File: src/fsap_pkg.sv
// Package with offsets, reset values, field positions and bus carrier for the flash setup block.
// What this block does
// - Erase, write and verify start address comes from the two pointer registers.
// - Pointers count upward toward the compare registers while no command executes.
// - Pointer registers accept both single-bit and whole-byte writes.
// - Reset leaves both pointer registers undefined.
// - Verify runs over the address range bounded by the compare registers.
// - Compare registers reset to 00H, are read/write, at FFA6H and FFA7H.
// - Byte-wide write buffer, whole-byte writes only, reset to 00H.
// - Protect byte at 0081H; bits 6 to 2 form the protect-select field.
// - Protection applies only in self-programming mode; a protected block is flagged on block_protected.
// - Four-block part: 01110 protects 3-0, 01111 protects 1-0, 11111 none.
// - Eight-block part: 01100 to 01111 protect 7,5,3,1 down to 0.
// - Sixteen-block part: 01000 to 01111 protect 15 down to 1, each to 0.
// - A write or erase command on a protected block, chosen by high pointer, raises protect error.
package fsap_pkg;
  localparam logic [15:0] FSAP_ADDR_PTR_LOW = 16'hffa4;
  localparam logic [15:0] FSAP_ADDR_PTR_HIGH = 16'hffa5;
  localparam logic [15:0] FSAP_ADDR_END_HIGH = 16'hffa6;
  localparam logic [15:0] FSAP_ADDR_END_LOW = 16'hffa7;
  localparam logic [15:0] FSAP_WRITE_BUF = 16'hffa8;
  localparam logic [15:0] FSAP_PROTECT_BYTE_LOC = 16'h0081;
  localparam logic [7:0] FSAP_END_RESET = 8'h00;
  localparam logic [7:0] FSAP_WBUF_RESET = 8'h00;
  localparam logic [7:0] FSAP_RDATA_RESET = 8'h00;
  localparam int FSAP_SEL_LSB = 2;
  localparam int FSAP_SEL_MSB = 6;
  localparam logic [4:0] FSAP_SEL_NONE = 5'h1f;
  localparam logic [1:0] FSAP_SEL_TOP_HI = 2'h1;

  typedef struct packed {
    logic [15:0] addr;
    logic wr_byte;
    logic wr_bit;
    logic [2:0] bit_sel;
    logic bit_val;
    logic [7:0] wdata;
    logic rd;
  } fsap_cpu_req_s;
endpackage

File: src/fsap_top.sv
// Address pointers, compare registers, write buffer and protect decode for flash self-programming.
module fsap_top import fsap_pkg::*; #(
  parameter int NUM_BLOCKS = 16
) (
  input wire logic sys_clk, // System clock, 100 MHz.
  input wire logic rst_n, // Asynchronous reset, active low.
  input wire fsap_cpu_req_s cpu_req, // CPU memory access request.
  output logic [7:0] cpu_rdata, // Read data, valid the cycle after a read.
  input wire logic self_prog_mode, // High while in self-programming mode.
  input wire logic cmd_exec, // High while a programming command executes.
  input wire logic cmd_start, // One-cycle pulse when a command starts.
  input wire logic cmd_modify, // High when the starting command writes or erases.
  input wire logic [7:0] protect_byte, // Non-volatile protect byte contents.
  output logic [11:0] flash_addr, // Start address toward the flash array.
  output logic [11:0] flash_end_addr, // End address of the verify range.
  output logic [7:0] flash_wdata, // Data to be programmed.
  output logic block_protected, // Addressed block is protected now.
  output logic protect_err_set // One-cycle pulse to set the protect error flag.
);
  logic [7:0] ptr_low_q, ptr_low_d;
  logic [7:0] ptr_high_q, ptr_high_d;
  logic [7:0] end_high_q, end_high_d;
  logic [7:0] end_low_q, end_low_d;
  logic [7:0] wbuf_q, wbuf_d;
  logic [7:0] rdata_q, rdata_d;
  logic prot_q, prot_d;
  logic perr_q, perr_d;
  logic [11:0] ptr_cat;
  logic [11:0] end_cat;
  logic [11:0] ptr_inc;
  logic [4:0] sel;
  logic [3:0] top_block;
  logic sel_valid;
  logic any_wr;
  logic at_end;
  logic count_en;

  // A byte write takes the whole byte; a bit write changes only the selected bit.
  function automatic logic [7:0] fsap_wr(input logic [7:0] cur, input fsap_cpu_req_s r);
    logic [7:0] v;
    v = cur;
    if (r.wr_byte) begin
      v = r.wdata;
    end else if (r.wr_bit) begin
      v[r.bit_sel] = r.bit_val;
    end
    return v;
  endfunction

  assign ptr_cat = {ptr_high_q[3:0], ptr_low_q};
  assign end_cat = {end_high_q[3:0], end_low_q};
  assign ptr_inc = ptr_cat + 12'h001;
  assign any_wr = cpu_req.wr_byte | cpu_req.wr_bit;
  assign sel = protect_byte[FSAP_SEL_MSB:FSAP_SEL_LSB];

  // Counting runs only while idle and stops once the pointer reaches the end address.
  assign at_end = (ptr_cat == end_cat);
  assign count_en = !cmd_exec && !at_end;

  // Each step of the select field up from 01000 frees the two highest protected blocks.
  // The smaller variants accept only the upper part of that range.
  // Highest protected block is 1 + 2*(15 - sel[3:0]) for select values 01xxx.
  always_comb begin
    top_block = {~sel[2:0], 1'b1};
    sel_valid = 1'b0;
    if (sel[4:3] == FSAP_SEL_TOP_HI) begin
      if (NUM_BLOCKS == 4) begin
        sel_valid = (sel[2:1] == 2'h3);
      end else if (NUM_BLOCKS == 8) begin
        sel_valid = sel[2];
      end else begin
        sel_valid = 1'b1;
      end
    end
  end

  // A software write in any cycle holds the pointers, so a reload is never lost to counting.
  always_comb begin
    ptr_low_d = ptr_low_q;
    ptr_high_d = ptr_high_q;
    if (any_wr) begin
      unique case (cpu_req.addr)
        FSAP_ADDR_PTR_LOW: ptr_low_d = fsap_wr(ptr_low_q, cpu_req);
        FSAP_ADDR_PTR_HIGH: ptr_high_d = fsap_wr(ptr_high_q, cpu_req);
        default: begin
        end
      endcase
    end else if (count_en) begin
      ptr_low_d = ptr_inc[7:0];
      ptr_high_d = {ptr_high_q[7:4], ptr_inc[11:8]};
    end
  end

  always_comb begin
    end_high_d = end_high_q;
    end_low_d = end_low_q;
    if (any_wr && (cpu_req.addr == FSAP_ADDR_END_HIGH)) begin
      end_high_d = fsap_wr(end_high_q, cpu_req);
    end
    if (any_wr && (cpu_req.addr == FSAP_ADDR_END_LOW)) begin
      end_low_d = fsap_wr(end_low_q, cpu_req);
    end
  end

  // Bit writes to the buffer are refused; only a whole byte lands.
  always_comb begin
    wbuf_d = wbuf_q;
    if (cpu_req.wr_byte && (cpu_req.addr == FSAP_WRITE_BUF)) begin
      wbuf_d = cpu_req.wdata;
    end
  end

  // Read data stands for one cycle; unmapped addresses read as zero.
  always_comb begin
    rdata_d = FSAP_RDATA_RESET;
    if (cpu_req.rd) begin
      unique case (cpu_req.addr)
        FSAP_ADDR_PTR_LOW: rdata_d = ptr_low_q;
        FSAP_ADDR_PTR_HIGH: rdata_d = ptr_high_q;
        FSAP_ADDR_END_HIGH: rdata_d = end_high_q;
        FSAP_ADDR_END_LOW: rdata_d = end_low_q;
        FSAP_WRITE_BUF: rdata_d = wbuf_q;
        default: rdata_d = FSAP_RDATA_RESET;
      endcase
    end
  end

  // One compare per block: a block is covered when it lies at or below the top block.
  logic [15:0] blk_in_range;
  for (genvar b = 0; b < 16; b++) begin : g_blk
    assign blk_in_range[b] = (4'(b) <= top_block);
  end

  // Prohibited select values protect every block, the safe reading of an illegal setting.
  always_comb begin
    prot_d = 1'b0;
    if (self_prog_mode && (sel != FSAP_SEL_NONE)) begin
      prot_d = !sel_valid || blk_in_range[ptr_high_q[3:0]];
    end
    perr_d = cmd_start && cmd_modify && prot_d;
  end

  // Pointers carry no reset; their contents after reset are undefined.
  always_ff @(posedge sys_clk) begin
    ptr_low_q <= ptr_low_d;
    ptr_high_q <= ptr_high_d;
  end

  always_ff @(posedge sys_clk or negedge rst_n) begin
    if (!rst_n) begin
      end_high_q <= FSAP_END_RESET;
      end_low_q <= FSAP_END_RESET;
    end else begin
      end_high_q <= end_high_d;
      end_low_q <= end_low_d;
    end
  end

  always_ff @(posedge sys_clk or negedge rst_n) begin
    if (!rst_n) begin
      wbuf_q <= FSAP_WBUF_RESET;
    end else begin
      wbuf_q <= wbuf_d;
    end
  end

  always_ff @(posedge sys_clk or negedge rst_n) begin
    if (!rst_n) begin
      rdata_q <= FSAP_RDATA_RESET;
    end else begin
      rdata_q <= rdata_d;
    end
  end

  // The protect level and the error pulse leave the block straight from these flops.
  always_ff @(posedge sys_clk or negedge rst_n) begin
    if (!rst_n) begin
      prot_q <= 1'b0;
      perr_q <= 1'b0;
    end else begin
      prot_q <= prot_d;
      perr_q <= perr_d;
    end
  end

  // Output stage: the array sees start, end and data one cycle after the registers.
  logic [11:0] faddr_q, faddr_d;
  logic [11:0] fend_q, fend_d;
  logic [7:0] fdata_q, fdata_d;

  always_comb begin
    faddr_d = ptr_cat;
    fend_d = end_cat;
    fdata_d = wbuf_q;
  end

  // The start address follows the pointers, so it has no reset either.
  always_ff @(posedge sys_clk) begin
    faddr_q <= faddr_d;
  end

  always_ff @(posedge sys_clk or negedge rst_n) begin
    if (!rst_n) begin
      fend_q <= {FSAP_END_RESET[3:0], FSAP_END_RESET};
      fdata_q <= FSAP_WBUF_RESET;
    end else begin
      fend_q <= fend_d;
      fdata_q <= fdata_d;
    end
  end


  assign cpu_rdata = rdata_q;
  assign flash_addr = faddr_q;
  assign flash_end_addr = fend_q;
  assign flash_wdata = fdata_q;
  assign block_protected = prot_q;
  assign protect_err_set = perr_q;
endmodule

File: config.mk
export PLATFORM = sky130hd
export DESIGN_NAME = fsap_top
export DESIGN_NICKNAME = d
export VERILOG_FILES = /design/src/fsap_pkg.sv /design/src/fsap_top.sv
export SDC_FILE = /design/constraint.sdc
export NUM_CORES = 1
export LEC_CHECK = 0
export ABC_AREA = 1
export BUFFER_PORTS_ARGS = -buffer_cell sky130_fd_sc_hd__buf_2
export CORE_MARGIN = 1
export CORE_UTILIZATION = 45
export DETAILED_ROUTE_END_ITERATION = 8
export HOLD_SLACK_MARGIN = 0.06
export PLACE_DENSITY_LB_ADDON = 0.25
export SETUP_SLACK_MARGIN = 0.1
export SYNTH_ARGS = -nofsm -noshare
export SYNTH_HDL_FRONTEND = slang
export SYNTH_SLANG_ARGS = --single-unit
File: constraint.sdc
create_clock -name sys_clk -period 4.35 [get_ports sys_clk]
set_clock_uncertainty 0.1 [all_clocks]
set_input_delay 0.2175 -clock sys_clk [delete_from_list [all_inputs] [get_ports sys_clk]]
set_output_delay 0.2175 -clock sys_clk [all_outputs]
set_load 0.01 [all_outputs]
# Word-level counts from Yosys, hierarchy flattened

Index checks and enable logic that the tools add are counted.

Bits in registers: 82
Input port bits: 45
Output and inout port bits: 42
Word-level logic and storage cells: 90

$add $sub $neg: 1
$lt $le $gt $ge: 19
Equality and inequality tests: 11
Muxes and demuxes: 26
Bitwise gates (word level): 2
Reductions and logical operators: 19

Operator list:

| kind                  | count |
|---|---|
| $mux 8                | 14 |
| $eq 16x16->1 const B  | 5 |
| $pmux 8 s5            | 1 |
| $bwmux 8              | 4 |
| $le 4x4->1 const A    | 8 |
| $le 3x4->1 const A    | 4 |
| $add 12x1->12 const B | 1 |
| $eq 12x12->1          | 1 |
| $reduce_and 3->1      | 3 |
| $le 1x4->1 const A    | 2 |
| $le 2x4->1 const A    | 2 |
| $logic_and 1x1->1     | 8 |
| $lt 4x5->1 const B    | 1 |
| $ne 5x5->1 const B    | 1 |
| $bmux 1 s4            | 1 |
| $lt 3x4->1 const B    | 1 |
| $mux 1                | 4 |
| $mux 4                | 1 |
| $ne 2x1->1 const B    | 2 |
| $reduce_and 2->1      | 2 |
| $reduce_bool 2->1     | 2 |
| $demux 1 s3           | 1 |
| $ge 3x1->1 const B    | 1 |
| $logic_not 1->1       | 3 |
| other kinds (5)       | 5 |

# Depth between registers and ports, before layout

Depth after elaboration: 9
Gate-level depth with buffers: 9
Gate-level depth less buffers: 9

# Least setup slack after synthesis

Ideal clock, no wire load.

Kind: register -> register
From: register ptr_low_q[0]
To: register ptr_high_q[2], data pin
Setup time: 0.253 ns
Arrival time: 1.195 ns
Required time: 3.997 ns
Path slack: 2.802 ns
Stages on the path, launching flop included: 8
Buffers on the path: 0
Period minus slack after synthesis: 1.548 ns
Cells stage by stage: edfxtp_1 -> ha_1 -> nand4_1 -> nor2_1 -> nand2_1 -> xor2_1 -> nand2_1 -> nand2_1

Cells in the longest elaborated chain, start to end: 3

Ends and longest elaborated chain:

| element                | RTL line        | source |
|---|---|---|
| from (decl)            | fsap_top.sv:20  | `logic [7:0] ptr_low_q, ptr_low_d;` |
| from (signal assigned) | fsap_top.sv:145 | `ptr_low_q <= ptr_low_d;` |
| $add 12x1->12          | fsap_top.sv:52  | `assign ptr_inc = ptr_cat + 12'h001;` |
| $mux 4                 | fsap_top.sv:88  | `end else if (count_en) begin` |
| $mux 8                 | fsap_top.sv:81  | `if (any_wr) begin` |
| net ptr_high_d[2]      | fsap_top.sv:21  | `logic [7:0] ptr_high_q, ptr_high_d;` |
| to (signal assigned)   | fsap_top.sv:146 | `ptr_high_q <= ptr_high_d;` |
| to (decl)              | fsap_top.sv:21  |  |

The timed path passes the listed nets, and every way through them passes these cells. The select of a mux whose other input is x is not followed.
A chain may end at the register's enable or synchronous reset.

# Worst setup path after layout

From: register ptr_low_q[5]
To: register ptr_low_q[7] (enable)

Cells in the longest elaborated chain, start to end: 5

Ends and longest elaborated chain:

| element                            | RTL line       | source |
|---|---|---|
| $eq 12x12->1                       | fsap_top.sv:57 | `assign at_end = (ptr_cat == end_cat);` |
| $logic_not 1->1                    | fsap_top.sv:58 | `assign count_en = !cmd_exec && !at_end;` |
| $logic_and 1x1->1                  | fsap_top.sv:58 |  |
| $reduce_bool 2->1 (no source line) | -              |  |
| $reduce_and 3->1 (no source line)  | -              |  |

No other way between the ends.

==> metrics.cfg <==
[logic_synthesis]
syn-num-nets = 510
synth_edf_count = 16
synth_cells = 464
synthArstFlopShare = 0.6585
synth_seq_cells = 82
synth.distinct_cells = 32
ys_seq_area_frac = 0.5167
yosys_warnings = 0
synth_ff_type = dfrtp_1
syn_area_per_cell_um2 = 8.642
syn_area_mm2 = 0.004010
synth_largest_area_cell = dfrtp_1
ys_top_cells_by_area = dfrtp_1 34%, edfxtp_1 12%, nand2_1 9.2%
synth_top_area_frac = 0.3370

[worst_hold_path]
worstHoldStart = cpu_req[7]
holdCritPathClass = in -> reg

[power]
switchingPower_mw = 0.3890
p_int_mw = 1.049
netSwitchingFraction = 0.2706
p_total_mw = 1.438
p_leak_nw = 2.472
powerDensity_mw_per_mm2 = 300.1
pwr-share-comb = 0.093
power_frac_seq = 0.555
peakVddDrop_uv = 154.8
p_clk_frac = 0.352

[die]
pin_count = 87
rows = 34
die_w_um = 96.40
initial_core_util = 0.4621
core_mm2 = 0.008678
die_h_um = 96.40
dieArea_mm2 = 0.009293

[grt]
grt_max_degree = 55
antenna_found_initial = 0
grt_pass1_vias = 3413
grt_pass1_wl_mm = 17.19
overflow = 0
track_usage = 0.2531

[critical_path]
cp_num_buf_inv = 0
r2r_slack_ns = 2.40
critPathCaptureType = flop
reg2reg_from = ptr_low_q[5]
cp_slowest_cell = edfxtp_1
crit_fanout = 12
crit_arrival_ns = 1.96
cp_top_family = simple AND/OR/NAND/NOR gates
start_kind = flop
criticalPathCategory = reg -> reg
slowest_delay_ns = 0.55
required_ns = 4.36
path_cells = xnor2_1 -> nand2_1 -> nor2_1 -> nand3_1 -> nand2_1 -> a21oi_1
critPathMostFrequentCell = nand2_1
worstSetupStartpoint = ptr_low_q[5]

[clocking]
cts.htree.levels = 3
clkTransAtPathRegs_ns = 0.09
clk_latency_ns = 0.36
clock_path_buffers = 2
cts_buffers = 9
clkSinkCount = 82
cts_tree = yes
cts_setup_buffers = 0
cts_root_buffer = clkbuf_8

[outcome]
outcome = completed

[drt]
num_vias = 3603
wire_per_inst_um = 16.26
drt_pass1_iterations = 5
ant_nets = 0
initialDrtViolationCount = 181
totalWireLength_mm = 10.91
via_per_inst = 5.370
post-route-drc-count = 0

[timing]
worst_slew_pin_slew_ns = 0.6739
setup_viol = 0
fmax_ghz = 0.5122
setup_ws_ns = 2.398
finalHoldViolations = 0
drv_slew = 0
finalSetupTns_ns = 0
holdWs_ns = 0.07801
period_share = 0.4488
grt_setup_unrepaired = no
finalWorstPathRequiredPeriod_ns = 1.952
max_slew_margin = 0.5507

[final_layout]
drive_gt1_frac = 0.2309
fin_cells = 671
final_util = 0.5520
stdcell_area_mm2 = 0.004791
fill_cells = 843
syn_to_final_growth_pct = 19.47
antennaDiodeCount = 0
nNetsFinal = 604

[placement]
dp.cells = 644
dpl_worst_slack_ns = 2.099
place_area_mm2 = 0.004502
gp_congestion = 0.8974
dp_hpwl_mm = 7.764
portBuffers = 83

[run]
drv_cap = 0

==> layout by cell type (no fill, tap or decap), types with 4 or more instances in the layout <==
master,n
a21oi_1,12
buf_2,83
clkbuf_8,9
clkinv_4,4
dfrtp_1,54
dfxtp_1,12
dlygate4sd3_1,11
edfxtp_1,16
inv_1,40
nand2_1,98
nand2_4,4
nand3_1,64
nand4_1,18
nor2_1,47
nor2_4,8
o21ai_0,11
o21ai_1,16
o21ai_2,6
o22ai_1,7
xnor2_1,14
==> worst paths after layout <==
kind	end	cells past startpoint
max reg2reg	ptr_low_q[7]	6
min in group asynchronous	flash_wdata[3]	3
max	ptr_low_q[7]	6
min reg2reg	flash_wdata[5]	0
min	fdata_d[6]	3
max in group asynchronous	end_high_q[3]	3
==> registers in the layout, summed over array words and instances, names as in the netlist <==
name and flops:
flash_addr 12, flash_end_addr 12, cpu_rdata 8, end_high_q 8
end_low_q 8, fdata_d 8, flash_wdata 8, ptr_high_q 8
ptr_low_q 8, block_protected 1, protect_err_set 1
==> power by group through the flow <==
| stage | Sequential [mW] | Clock [mW] | Combinational [mW] |
|---|---|---|---|
| floorplan | 0.813 | 0 | 0.0686 |
| global placement | 0.814 | 0 | 0.121 |
| detailed placement | 0.814 | 0 | 0.124 |
| CTS | 0.798 | 0.511 | 0.132 |
| global route | 0.799 | 0.547 | 0.150 |
| finish | 0.798 | 0.506 | 0.134 |
==> per-layer routing <==
layer  share of wire  vias to the layer above  global-route usage
li1                -                     1736                   -
met1            0.42                     1685              0.3277
met2            0.48                      154              0.4137
met3           0.064                       28             0.05164
met4           0.030                        0              0.1054
met5               0                        -                   0
==> cell families (layout without fill, tap and decap cells) <==
logic type                 Yosys count  in the layout  share of synthesized area
AOI/OAI and AO/OA                   54             54                    0.07644
DFF                                 82             82                     0.5167
xor gates and xnor gates            17             17                    0.03713
buffers and inverters               56            155                    0.05772
adders and majority gates            1              1                   0.003120
and+or+nand+nor                    254            254                     0.3089
==> Yosys cell counts (all sizes together) (3+ instances only) <==
library cell,number
edfxtp,16
o21ai,33
buf,9
nor2,55
nand3,65
dfrtp,54
nand2,105
clkbuf,3
dfxtp,12
xor2,3
xnor2,14
a21oi,12
nand4,18
nor3,8
inv,43
o22ai,7
==> worst reg2reg max path, stage by stage, from the launching register on <==
cell,delay [ns]
edfxtp_1,0.55
xnor2_1,0.29
nand2_1,0.08
nor2_1,0.10
nand3_1,0.11
nand2_1,0.34
a21oi_1,0.14
==> layout make-up <==
class,instances,area (µm²),share of cell area
flip-flops and latches,82,2072,0.4325
multi-input cells,326,1707,0.3562
repair buffers,95,533.0,0.1113
inverters,44,165.2,0.03447
well taps,108,135.1,0.02821
clock buffers,10,127.6,0.02664
clock inverters,6,51.30,0.01071
==> timing repair <==
action / 4_1_cts / 5_1_grt
resized for setup: 0 / 0
setup endpoints to repair: 0 / 0
endpoints found under the hold margin: 63 / 0
hold buffers: 11 / 0
No activity file was read; power rests on OpenSTA's default activity.
